`config.mk`:
```
export PLATFORM = sky130hd
export DESIGN_NAME = cio_top
export DESIGN_NICKNAME = d
export VERILOG_FILES = /design/src/cio_pkg.sv /design/src/cio_stream_if.sv /design/src/cio_buf.sv /design/src/cio_top.sv
export VERILOG_INCLUDE_DIRS = /design/src
export SDC_FILE = /design/constraint.sdc
export NUM_CORES = 1
export LEC_CHECK = 0
export ABC_AREA = 0
export BUFFER_PORTS_ARGS = -buffer_cell sky130_fd_sc_hd__buf_2
export CORE_MARGIN = 2
export CORE_UTILIZATION = 48
export DETAILED_ROUTE_END_ITERATION = 12
export GPL_ROUTABILITY_DRIVEN = 0
export PLACE_DENSITY = 0.76
export SLEW_MARGIN = 20
export SYNTH_ARGS = -nofsm -noshare
export SYNTH_HDL_FRONTEND = slang
export SYNTH_HIERARCHICAL = 1
export SYNTH_SLANG_ARGS = --single-unit
```
`constraint.sdc`:
```
create_clock -name clk_sys -period 1.9 [get_ports clk_sys]
set_input_delay 0.285 -clock clk_sys [delete_from_list [all_inputs] [get_ports clk_sys]]
set_output_delay 0.285 -clock clk_sys [all_outputs]
set_load 0.02 [all_outputs]
```
`src/cio_regs.svh`:
```
// Timing and width constants for the card strobe and byte enable controller.
`ifndef CIO_REGS_SVH
`define CIO_REGS_SVH
`define CIO_CLK_NS 4
`define CIO_SETUP_NS 70
`define CIO_STROBE_NS 165
`define CIO_HOLD_NS 20
`define CIO_SETUP_CYC ((`CIO_SETUP_NS + `CIO_CLK_NS - 1) / `CIO_CLK_NS)
`define CIO_STROBE_CYC ((`CIO_STROBE_NS + `CIO_CLK_NS - 1) / `CIO_CLK_NS)
`define CIO_HOLD_CYC ((`CIO_HOLD_NS + `CIO_CLK_NS - 1) / `CIO_CLK_NS)
`define CIO_CNT_W 6
`define CIO_ADDR_W 26
`define CIO_DATA_W 16
`define CIO_RSP_W 17
`define CIO_RSP_ACK_BIT 16
`endif

```
`src/cio_pkg.sv`:
```
// Types shared by the card strobe controller and its response buffer.
`include "cio_regs.svh"
package cio_pkg;
	typedef enum logic [1:0] {
		CIO_IO_RD = 2'h0,
		CIO_IO_WR = 2'h1,
		CIO_DMA_TO_HOST = 2'h2,
		CIO_DMA_TO_CARD = 2'h3
	} cio_kind_t;
	typedef enum logic [2:0] {
		CIO_ST_IDLE = 3'h0,
		CIO_ST_DMA_WAIT = 3'h1,
		CIO_ST_SETUP = 3'h2,
		CIO_ST_STROBE = 3'h3,
		CIO_ST_HOLD = 3'h4,
		CIO_ST_PUSH = 3'h5
	} cio_state_t;
	typedef logic [`CIO_RSP_W-1:0] cio_rsp_t;
endpackage : cio_pkg

```
`src/cio_stream_if.sv`:
```
// Valid and ready stream carrying one response word.
interface cio_stream_if;
	import cio_pkg::*;
	logic valid;
	logic ready;
	cio_rsp_t data;
	modport src (output valid, output data, input ready);
	modport snk (input valid, input data, output ready);
endinterface : cio_stream_if

```
`src/cio_buf.sv`:
```
// Two-entry response buffer with registered valid, data and ready.
module cio_buf (
	input wire logic clk_sys, // System clock.
	input wire logic reset, // Synchronous reset, active high.
	cio_stream_if.snk in_s, // Filling side.
	cio_stream_if.src out_s // Draining side.
);
	import cio_pkg::*;
	cio_rsp_t head_r, head_nxt, tail_r, tail_nxt;
	logic head_v_r, head_v_nxt, tail_v_r, tail_v_nxt;
	logic push, pop;

	// Ready is the spare slot being empty, so it never depends on the drain in the same cycle.
	assign in_s.ready = ~tail_v_r;
	assign out_s.valid = head_v_r;
	assign out_s.data = head_r;
	assign push = in_s.valid & ~tail_v_r;
	assign pop = head_v_r & out_s.ready;

	// Head is what the receiver sees; tail catches a word that arrives while the head stalls.
	always_comb begin
		head_nxt = head_r;
		head_v_nxt = head_v_r;
		tail_nxt = tail_r;
		tail_v_nxt = tail_v_r;
		if (pop) begin
			if (tail_v_r) begin
				head_nxt = tail_r;
				tail_v_nxt = 1'b0;
			end else if (push) begin
				head_nxt = in_s.data;
			end else begin
				head_v_nxt = 1'b0;
			end
		end else if (push) begin
			if (!head_v_r) begin
				head_nxt = in_s.data;
				head_v_nxt = 1'b1;
			end else begin
				tail_nxt = in_s.data;
				tail_v_nxt = 1'b1;
			end
		end
	end

	// Buffer registers.
	always_ff @(posedge clk_sys) begin
		if (reset) begin
			head_r <= '0;
			tail_r <= '0;
			head_v_r <= 1'b0;
			tail_v_r <= 1'b0;
		end else begin
			head_r <= head_nxt;
			tail_r <= tail_nxt;
			head_v_r <= head_v_nxt;
			tail_v_r <= tail_v_nxt;
		end
	end
endmodule : cio_buf

```
`src/cio_top.sv`:
```
// Card socket controller for byte enables, I/O strobes, DMA acknowledge and input acknowledge.
// Functional notes
// - Even byte enable selects the even-addressed byte lane.
// - Odd byte enable selects the odd-addressed byte lane.
// - In DMA mode the input acknowledge line serves as the card's DMA request.
// - Host I/O reads assert the I/O read strobe for card data output.
// - DMA card-to-host transfers use the I/O read strobe per transfer.
// - Host I/O writes drive the I/O write strobe low to latch data.
// - DMA host-to-card transfers assert the I/O write strobe per transfer.
// - During DMA the attribute select acts as DMA acknowledge with the strobe.
// - Attribute select is asserted for I/O accesses, high otherwise.
// - Card wait extends the cycle; the strobe is not ended while wait holds.
`include "cio_regs.svh"
module cio_top (
	input wire logic clk_sys, // System clock, 250 MHz.
	input wire logic reset, // Synchronous reset, active high.
	input wire logic req_valid, // Request offered.
	output logic req_ready, // Request can be taken.
	input wire cio_pkg::cio_kind_t req_kind, // Access kind.
	input wire logic req_word, // One for a 16-bit word access.
	input wire logic [`CIO_ADDR_W-1:0] req_addr, // Card address.
	input wire logic [`CIO_DATA_W-1:0] req_wdata, // Write data.
	input wire logic dma_mode, // Input acknowledge is the DMA request.
	output logic rsp_valid, // Read response available.
	input wire logic rsp_ready, // Receiver takes the response.
	output logic [`CIO_DATA_W-1:0] rsp_data, // Read data.
	output logic rsp_acked, // Card acknowledged the read.
	output logic even_byte_enable_n, // Even lane enable, active low.
	output logic odd_byte_enable_n, // Odd lane enable, active low.
	output logic io_read_strobe_n, // I/O read strobe, active low.
	output logic io_write_strobe_n, // I/O write strobe, active low.
	output logic dma_ack_n, // Attribute select and DMA acknowledge, active low.
	output logic [`CIO_ADDR_W-1:0] card_addr, // Card address pins.
	output logic [`CIO_DATA_W-1:0] card_data_o, // Data driven to the card.
	output logic card_data_oe_n, // Data drive enable, low while driving.
	input wire logic [`CIO_DATA_W-1:0] card_data_i, // Data from the card.
	input wire logic input_ack_n, // Input acknowledge from the card, active low.
	input wire logic wait_n // Cycle wait from the card, active low.
);
	import cio_pkg::*;

	// Enables for one access: word on both lanes, byte on the lane of address bit zero.
	function automatic logic [1:0] lane_enables_n(input logic word, input logic a0);
		lane_enables_n = word ? 2'h0 : (a0 ? 2'h1 : 2'h2);
	endfunction : lane_enables_n

	cio_stream_if rsp_in ();
	cio_stream_if rsp_out ();

	// Two-flop synchronisers for every pin input.
	logic ack_m_r, ack_s_r, wait_m_r, wait_s_r;
	logic [`CIO_DATA_W-1:0] din_m_r, din_s_r;
	always_ff @(posedge clk_sys) begin
		if (reset) begin
			ack_m_r <= 1'b1;
			ack_s_r <= 1'b1;
			wait_m_r <= 1'b1;
			wait_s_r <= 1'b1;
			din_m_r <= '0;
			din_s_r <= '0;
		end else begin
			ack_m_r <= input_ack_n;
			ack_s_r <= ack_m_r;
			wait_m_r <= wait_n;
			wait_s_r <= wait_m_r;
			din_m_r <= card_data_i;
			din_s_r <= din_m_r;
		end
	end

	cio_state_t state_r, state_nxt;
	cio_kind_t kind_r, kind_nxt;
	logic [`CIO_CNT_W-1:0] cnt_r, cnt_nxt;
	logic [1:0] ben_r, ben_nxt;
	logic rd_n_r, rd_n_nxt, wr_n_r, wr_n_nxt, attr_r, attr_nxt, oe_r, oe_nxt, rdy_r, rdy_nxt;
	logic [`CIO_ADDR_W-1:0] addr_r, addr_nxt;
	logic [`CIO_DATA_W-1:0] wdata_r, wdata_nxt;
	cio_rsp_t cap_r, cap_nxt;
	logic is_read;

	assign is_read = (kind_r == CIO_IO_RD) || (kind_r == CIO_DMA_TO_HOST);

	// Access sequencer: setup with enables, strobe of least width stretched by wait, hold.
	always_comb begin
		state_nxt = state_r;
		kind_nxt = kind_r;
		cnt_nxt = cnt_r;
		ben_nxt = ben_r;
		rd_n_nxt = rd_n_r;
		wr_n_nxt = wr_n_r;
		attr_nxt = attr_r;
		oe_nxt = oe_r;
		addr_nxt = addr_r;
		wdata_nxt = wdata_r;
		cap_nxt = cap_r;
		unique case (state_r)
			CIO_ST_IDLE: begin
				if (req_valid && rdy_r) begin
					kind_nxt = req_kind;
					addr_nxt = req_addr;
					wdata_nxt = req_wdata;
					cnt_nxt = '0;
					ben_nxt = lane_enables_n(req_word, req_addr[0]);
					attr_nxt = 1'b0;
					oe_nxt = ~((req_kind == CIO_IO_WR) || (req_kind == CIO_DMA_TO_CARD));
					if ((req_kind == CIO_DMA_TO_HOST) || (req_kind == CIO_DMA_TO_CARD)) begin
						attr_nxt = 1'b1;
						ben_nxt = 2'h3;
						state_nxt = CIO_ST_DMA_WAIT;
					end else begin
						state_nxt = CIO_ST_SETUP;
					end
				end
			end
			CIO_ST_DMA_WAIT: begin
				// The card's request arrives on the input acknowledge line.
				if (dma_mode && !ack_s_r) begin
					ben_nxt = lane_enables_n(1'b1, 1'b0);
					attr_nxt = 1'b0;
					state_nxt = CIO_ST_SETUP;
				end
			end
			CIO_ST_SETUP: begin
				if (cnt_r == `CIO_CNT_W'(`CIO_SETUP_CYC - 1)) begin
					cnt_nxt = '0;
					rd_n_nxt = ~is_read;
					wr_n_nxt = is_read;
					state_nxt = CIO_ST_STROBE;
				end else begin
					cnt_nxt = cnt_r + `CIO_CNT_W'(1);
				end
			end
			CIO_ST_STROBE: begin
				if (cnt_r != `CIO_CNT_W'(`CIO_STROBE_CYC - 1)) begin
					cnt_nxt = cnt_r + `CIO_CNT_W'(1);
				end else if (wait_s_r) begin
					cap_nxt = {~ack_s_r, din_s_r};
					rd_n_nxt = 1'b1;
					wr_n_nxt = 1'b1;
					cnt_nxt = '0;
					state_nxt = CIO_ST_HOLD;
				end
			end
			CIO_ST_HOLD: begin
				if (cnt_r == `CIO_CNT_W'(`CIO_HOLD_CYC - 1)) begin
					cnt_nxt = '0;
					ben_nxt = 2'h3;
					attr_nxt = 1'b1;
					oe_nxt = 1'b1;
					state_nxt = is_read ? CIO_ST_PUSH : CIO_ST_IDLE;
				end else begin
					cnt_nxt = cnt_r + `CIO_CNT_W'(1);
				end
			end
			CIO_ST_PUSH: begin
				// A full buffer holds the word here, so a stalled receiver loses nothing.
				if (rsp_in.ready) begin
					state_nxt = CIO_ST_IDLE;
				end
			end
			default: begin
				state_nxt = CIO_ST_IDLE;
			end
		endcase
		rdy_nxt = (state_nxt == CIO_ST_IDLE);
	end

	// Sequencer registers; all card pins come straight from these.
	always_ff @(posedge clk_sys) begin
		if (reset) begin
			state_r <= CIO_ST_IDLE;
			kind_r <= CIO_IO_RD;
			cnt_r <= '0;
			ben_r <= 2'h3;
			rd_n_r <= 1'b1;
			wr_n_r <= 1'b1;
			attr_r <= 1'b1;
			oe_r <= 1'b1;
			rdy_r <= 1'b0;
			addr_r <= '0;
			wdata_r <= '0;
			cap_r <= '0;
		end else begin
			state_r <= state_nxt;
			kind_r <= kind_nxt;
			cnt_r <= cnt_nxt;
			ben_r <= ben_nxt;
			rd_n_r <= rd_n_nxt;
			wr_n_r <= wr_n_nxt;
			attr_r <= attr_nxt;
			oe_r <= oe_nxt;
			rdy_r <= rdy_nxt;
			addr_r <= addr_nxt;
			wdata_r <= wdata_nxt;
			cap_r <= cap_nxt;
		end
	end

	// Strobes are kept active low in their flops, so no gate sits between flop and pin.
	assign even_byte_enable_n = ben_r[0];
	assign odd_byte_enable_n = ben_r[1];
	assign io_read_strobe_n = rd_n_r;
	assign io_write_strobe_n = wr_n_r;
	assign dma_ack_n = attr_r;
	assign card_addr = addr_r;
	assign card_data_o = wdata_r;
	assign card_data_oe_n = oe_r;
	assign req_ready = rdy_r;

	// Read responses pass through the two-entry buffer.
	assign rsp_in.valid = (state_r == CIO_ST_PUSH);
	assign rsp_in.data = cap_r;
	assign rsp_out.ready = rsp_ready;
	assign rsp_valid = rsp_out.valid;
	assign rsp_data = rsp_out.data[`CIO_DATA_W-1:0];
	assign rsp_acked = rsp_out.data[`CIO_RSP_ACK_BIT];

	cio_buf u_buf (
		.clk_sys(clk_sys),
		.reset(reset),
		.in_s(rsp_in),
		.out_s(rsp_out)
	);
endmodule : cio_top

```
==> key figures, run 1 <==
Layout
  – Nets: 799
  – Commonest non-fill, non-tap cell in the layout: dfxtp_1
  – Fin util: 0.6209
  – Most frequent cells in the layout: 147 x dfxtp_1, 133 x buf_2, 131 x nand2_1, 91 x a21oi_1, 38 x nor2b_1
  – Antenna cells: 0
  – Reg area: 0.002964 mm^2
  – Layout Area Growth over Synthesis: 24.69%
  – Multi-input logic area: between 0.002 and 0.0025 mm^2
  – Fillers: about 940
  – Ratio of cells with drive above 1 in the final layout: 0.2753

Placed design
  – Detailed placer's ending HPWL: around 8.4 mm
  – Place WS: 0.1033 ns
  – Buffers on Ports: 134

Die
  – Row count: 38
  – Placeable Area: between 0.01 and 0.015 mm^2
  – Starting Density: 0.4979
  – Chip Width: 110.7 um
  – IO Count: 135
  – Die ar.: about 0.012 mm^2
  – Die Y-Extent: 110.7 um

GRT
  – Antenna violations before repair: 0
  – Global route total overflow: 0
  – Largest net degree at the start of global routing: 77
  – First-pass GRT wire length: 20.21 mm
  – GRT Overall Usage: 0.1998
  – Vias in the first global route: 4,408

Routing
  – Total length of routed wires: 12.21 mm
  – ANT nets after route: 0
  – Vias/cell: 5.134
  – DRT iter0 DRCs: 201
  – Drc violations: 0
  – Drt pass-1 iters: 4
  – Per-cell routed wire length: 13.85 um
  – Via Count: ~4,500

Clock tree
  – H-tree levels: 4
  – CTS clk-pin slew, worst paths: 0.06 ns
  – Post-cts resize count: 0
  – Setup bufs post-CTS: 0
  – Number of CTS-inserted buffers: 17
  – Clock sink count: 148
  – Root buffer cell: clkbuf_16
  – Hold buffers post-CTS: 0
  – CTS tree: built
  – Clock buffer depth: 2
  – Worst skew pair latency: 0.41 ns

Critical path
  – WS Path Type: reg -> reg
  – Worst Setup Start Kind: flip-flop
  – CP Cell Sequence: inv_1 > ha_1 > nor4b_2 > a311oi_2 > or3_4 > a211o_1
  – Crit path buf inv count: 1
  – Crit-path max cell delay: 0.40 ns
  – Worst setup EP type: flip-flop
  – Worst r2r dst: ben_r[0]
  – Critical path's top delay family: simple AND/OR/NAND/NOR gates
  – Reg-to-Reg Start: cnt_r[1]
  – Crit Path Max Fanout: 4
  – CP Data Required Time: 2.20 ns
  – CP max-delay cell: or3_4
  – Critical path arrival: 2.09 ns
  – FF-to-FF setup slack: between 0.1 and 0.15 ns
  – Cell depth of the worst flop-to-flop path: 6

STA
  – Min cycle time layout: between 1.5 and 2 ns
  – Highest clock rate: 557.2 MHz
  – Pin slew with the least headroom to its limit: 0.4859 ns
  – Hold slack: 0.05260 ns
  – Final WS setup: between 0.1 and 0.15 ns
  – Setup TNS: 0 ns
  – Clock Skews: 0.006523 ns
  – Worst slew margin: 0.6677
  – RSZ-0062 raised after global routing: no
  – Final setup violation count: 0
  – Period utilization: 0.9446
  – Final hold vios: 0
  – Slew Viols, Final: 0

Synth
  – Post-Synthesis Cells: 604
  – Post-Syn Area per Cell: around 9 um^2
  – Post-synth EDFFs: 0
  – Synth area leaders: dfxtp_1 54%, nand2_1 9.0%, a21oi_1 8.3%
  – Top FF cell, synth: dfxtp_1
  – Yosys cell types: 54
  – Netlist Area Pre-Place: 0.005469 mm^2
  – Ys Warns: 6
  – FF+latch count, synth: 148
  – Largest area contributor in the netlist: dfxtp_1
  – Ys async rst share: 0
  – Top-area cell type share of the netlist area: 0.5418
  – Post-synthesis sequential area ratio: 0.5418
  – Synth Net Count: 675

Min path
  – Type of the tightest min-delay check: in -> reg
  – Hold depth: 2
  – Hold Crit Endpoint: ack_m_r
  – Hold Startpoint: input_ack_n

Power and ir drop
  – Leak: 2.906 nW
  – Power Density: 1044 mW/mm^2
  – Total power: between 0.007 and 0.008 W
  – Worst vdd ir: 0.6966 mV

Outcome
  – Status: completed

Run
  – Max Cap Viol: 0
[how the worst max path moves through the flow]
stage                    start                    to  slack (ns)  cells after the start
CTS                   cnt_r[0]              ben_r[1]        0.08                      6
detailed placement    cnt_r[0]              ben_r[1]        0.10                      6
global route          cnt_r[1]              cnt_r[2]        0.02                      7
finish                cnt_r[1]              ben_r[0]        0.11                      6
global placement      cnt_r[0]              ben_r[1]        0.17                      6
floorplan           state_r[0]  u_buf/out_s.data[10]        0.06                      8
[cell type report]
| type | count | share of cell area |
|---|---|---|
| clock inverters | 13 | 0.02330 |
| multi-input cells | 392 | 0.3262 |
| well taps | 140 | 0.02569 |
| inverters | 26 | 0.01431 |
| clock buffers | 19 | 0.06349 |
| flip-flops and latches | 148 | 0.4347 |
| repair buffers | 143 | 0.1123 |
[metrics by stage]
| step | instance area (um^2) | instances |
|---|---|---|
| 3_3_place_gp | 6197 | 849 |
| 4_1_cts | 6789 | 881 |
| 6_report | 6819 | 881 |
| 3_5_place_dp | 6197 | 849 |
| 5_1_grt | 6819 | 881 |
| 2_1_floorplan | 5469 | 604 |
[synth_stat cells (2+ instances only)]
cell type and n:
ha_1 3, and2_1 4, o21ai_0 3, nor4b_2 3, o221a_2 7, and2_2 3
buf_4 4, buf_2 11, o221a_1 10, nand2_1 131, o21ai_1 6, a21oi_1 91
nand3_1 4, nor3b_1 3, clkbuf_1 18, dfxtp_1 148, mux2i_1 16, a211o_1 2
a2111oi_0 2, buf_6 2, nor2_1 33, or2_2 5, inv_1 26, nor2b_1 39
[cells by family after synthesis]
| family | Yosys count | share of synthesized area |
|---|---|---|
| simple gates | 240 | 0.2128 |
| flops | 148 | 0.5418 |
| compound gates | 133 | 0.1526 |
| buf+inv | 64 | 0.05673 |
| mux | 16 | 0.02928 |
| fa+ha+maj | 3 | 0.006864 |
[power breakdown]
group / switching, W / internal [W] / leakage [nW]
Clock: 0.00125 / 0.00206 / 0.283
Sequential: 0.0000515 / 0.00321 / 1.21
Combinational: 0.000332 / 0.000212 / 1.42
[layer usage]
layer / GRT usage / vias to the layer above / part of all wire
met5: 0 / - / 0
met3: 0.07162 / 24 / 0.067
met2: 0.3317 / 150 / 0.49
met4: 0.08500 / 0 / 0.021
li1: - / 2264 / -
met1: 0.2338 / 2085 / 0.42
[sequential cells by signal, summed over array words and instances, names as in the netlist, 2 cells and up]
register          count
din_s_r              16
cnt_r                 6
u_buf/tail_r         17
card_addr            26
din_m_r              16
cap_r                17
card_data_o          16
ben_r                 2
state_r               3
u_buf/out_s.data     17
No activity file was read; power rests on OpenSTA's default activity.
==> run 2, diff against run 1 <==
- BUFFER_PORTS_ARGS: -buffer_cell sky130_fd_sc_hd__buf_2 -> default
- CORE_UTILIZATION: 48 -> 56
- DONT_BUFFER_PORTS: default -> 1
- GPL_TIMING_DRIVEN: default -> 0
- PLACE_DENSITY: 0.76 -> 0.74
==> run 2 against run 1 <==
Clock-buffer cell count is the same. Global-route usage rose by 6.1 points. Power decreased by 2.6%. Fmax fell by 3.8%. Flip-flop and latch count unchanged. Routed wire length up 9.1%.
==> key figures, run 2 (same netlist as run 1, synthesis figures left out) <==
Outcome
  – Status: completed

GRT
  – Largest net degree at the start of global routing: 17
  – Global route total overflow: 0
  – Antenna violations before repair: 0
  – First-pass GRT wire length: roughly 21 mm
  – GRT Overall Usage: 0.2613
  – Vias in the first global route: ~4,400

Critical path
  – Worst r2r dst: req_ready
  – Worst setup EP type: flip-flop
  – Beginning of the critical path: cnt_r[0]
  – Worst setup endpoint: req_ready
  – CP max-delay cell: nor4b_2
  – Crit Path Max Fanout: 5
  – FF-to-FF setup slack: roughly 0.034 ns
  – Reg-to-Reg Start: cnt_r[0]
  – CP Data Required Time: roughly 2.4 ns
  – Worst Setup Start Kind: flip-flop
  – Cell depth of the worst flop-to-flop path: 7
  – Critical path's top delay family: simple AND/OR/NAND/NOR gates
  – WS Path Type: reg -> reg
  – Crit path buf inv count: 1
  – CP Cell Sequence: inv_1 > ha_1 > nor4b_4 > and2_2 > nor3b_1 > nor4b_2 > and4_1
  – Worst path depth: 7
  – Critical path arrival: 2.33 ns
  – Crit-path max cell delay: a little under 0.4 ns

Power and ir drop
  – Sequential power share: 0.485
  – Power Density: 1011 mW/mm^2
  – Total power: 0.006934 W
  – Leak: 2.631 nW
  – Internal power: 0.005218 W
  – Net switching power: 0.001717 W
  – Switch share: 0.2475
  – Logic pwr share: 0.068
  – Worst vdd ir: about 0.63 mV
  – Clock power frac: 0.447

Die
  – Die ar.: 0.01057 mm^2
  – Die Y-Extent: approximately 100 um
  – IO Count: 135
  – Chip Width: 102.8 um
  – Starting Density: 0.5674
  – Row count: 36
  – Placeable Area: 0.009639 mm^2

Placed design
  – Buffers on Ports: 0
  – Placed Cells: around 740
  – Detailed placer's ending HPWL: 8.567 mm

Clock tree
  – Root buffer cell: clkbuf_8
  – CTS tree: built
  – Worst skew pair latency: 0.52 ns
  – CTS clk-pin slew, worst paths: ~0.060 ns
  – Clock buffer depth: 2
  – Number of CTS-inserted buffers: 17
  – H-tree levels: 4
  – Clock sink count: about 150
  – Setup bufs post-CTS: 0

Routing
  – Total length of routed wires: 13.32 mm
  – Per-cell routed wire length: 16.02 um
  – Drc violations: 0
  – Drt pass-1 iters: 5
  – ANT nets after route: 0
  – Vias/cell: approximately 5.4
  – Via Count: between 4,000 and 5,000
  – DRT iter0 DRCs: 185

STA
  – Hold slack: 0.03721 ns
  – Min cycle time layout: 1.866 ns
  – Pin slew with the least headroom to its limit: 0.6554 ns
  – Worst slew margin: 0.5631
  – Setup TNS: 0 ns
  – Final hold vios: 0
  – Slew Viols, Final: 0
  – Period utilization: 0.9819
  – Clock Skews: 0.009932 ns
  – Highest clock rate: 536.0 MHz
  – Final setup violation count: 0

Layout
  – Most frequent cells in the layout: 146 x dfxtp_1, 131 x nand2_1, 91 x a21oi_1, 63 x dlygate4sd3_1, 38 x nor2b_1
  – Ratio of cells with drive above 1 in the final layout: 0.1189
  – Antenna cells: 0
  – Fin cells: 831
  – Layout Area Growth over Synthesis: 25.44%
  – Commonest non-fill, non-tap cell in the layout: dfxtp_1
  – Nets: 756
  – Max reg flops: 26

Min path
  – Type of the tightest min-delay check: in -> reg

Run
  – Max Cap Viol: 0
==> run 2: cell types whose count changed in the layout (fill, tap and decap cells not counted), moves of 3 or more <==
cell,delta
buf_2,-123
buf_4,-5
buf_6,+3
clkbuf_1,+15
clkbuf_8,+3
dlygate4sd3_1,+63
inv_6,+3
==> run 2: what timing repair did <==
action                                  in CTS  in global routing
endpoints found under the hold margin       65                  0
hold buffers                                63                  0
gates resized for setup                      4                 12
pin swaps                                    0                  1
endpoints found under the setup margin      27                 40
==> run 2: power groups by stage <==
stage / sequential [W] / clock (W) / combinational, W
after detailed placement: 0.00343 / 0 / 0.000334
after CTS: 0.00336 / 0.00314 / 0.000439
after global placement: 0.00342 / 0 / 0.000323
after floorplan: 0.00340 / 0 / 0.000261
after global routing: 0.00337 / 0.00327 / 0.000514
final: 0.00336 / 0.00310 / 0.000469
==> run 2: worst min path at each step <==
stage / end / slack (ns) / from / cells past startpoint
2_1_floorplan: u_buf/tail_v_r / 0.39 / rsp_ready / 1
3_3_place_gp: u_buf/tail_v_r / 0.39 / rsp_ready / 1
3_5_place_dp: u_buf/tail_v_r / 0.39 / rsp_ready / 1
4_1_cts: u_buf/out_s.valid / 0.01 / rsp_ready / 3
5_1_grt: u_buf/out_s.valid / 0.02 / rsp_ready / 3
6_report: u_buf/out_s.valid / 0.04 / rsp_ready / 3
==> run 2: worst min-delay path: cells and delay by family <==
kind,cells,cell delay (ns)
AOI/OAI and AO/OA,2,0.20
buffers and inverters,1,0.03
==> run 2: through the flow <==
step	util	cell area [um^2]	setup slack, ns
2_1_floorplan	-	5469	0.06293
3_3_place_gp	0.5846	5635	-0.1216
3_5_place_dp	0.5846	5635	-0.1547
4_1_cts	0.7083	6828	0.009708
5_1_grt	0.7117	6860	-0.008627
6_report	0.7117	6860	0.03437
==> run 2: final cells by class <==
class / instances / area [um^2]
Buffer: 37 / 214.0
Clock buffer: 19 / 431.7
Clock inverter: 13 / 122.6
Fill cell: 721 / 2779
Inverter: 26 / 97.59
Multi-Input combinational cell: 392 / 2232
Sequential cell: 148 / 2965
Tap cell: 133 / 166.4
Timing Repair Buffer: 63 / 630.6
==> run 2: metal layers <==
metal	track usage	wire length [um]	vias up
met1	0.3211	5682	2079
met2	0.4349	6390	192
met3	0.07729	963	27
met5	0	0	-
li1	-	-	2188
met4	0.1012	279	0
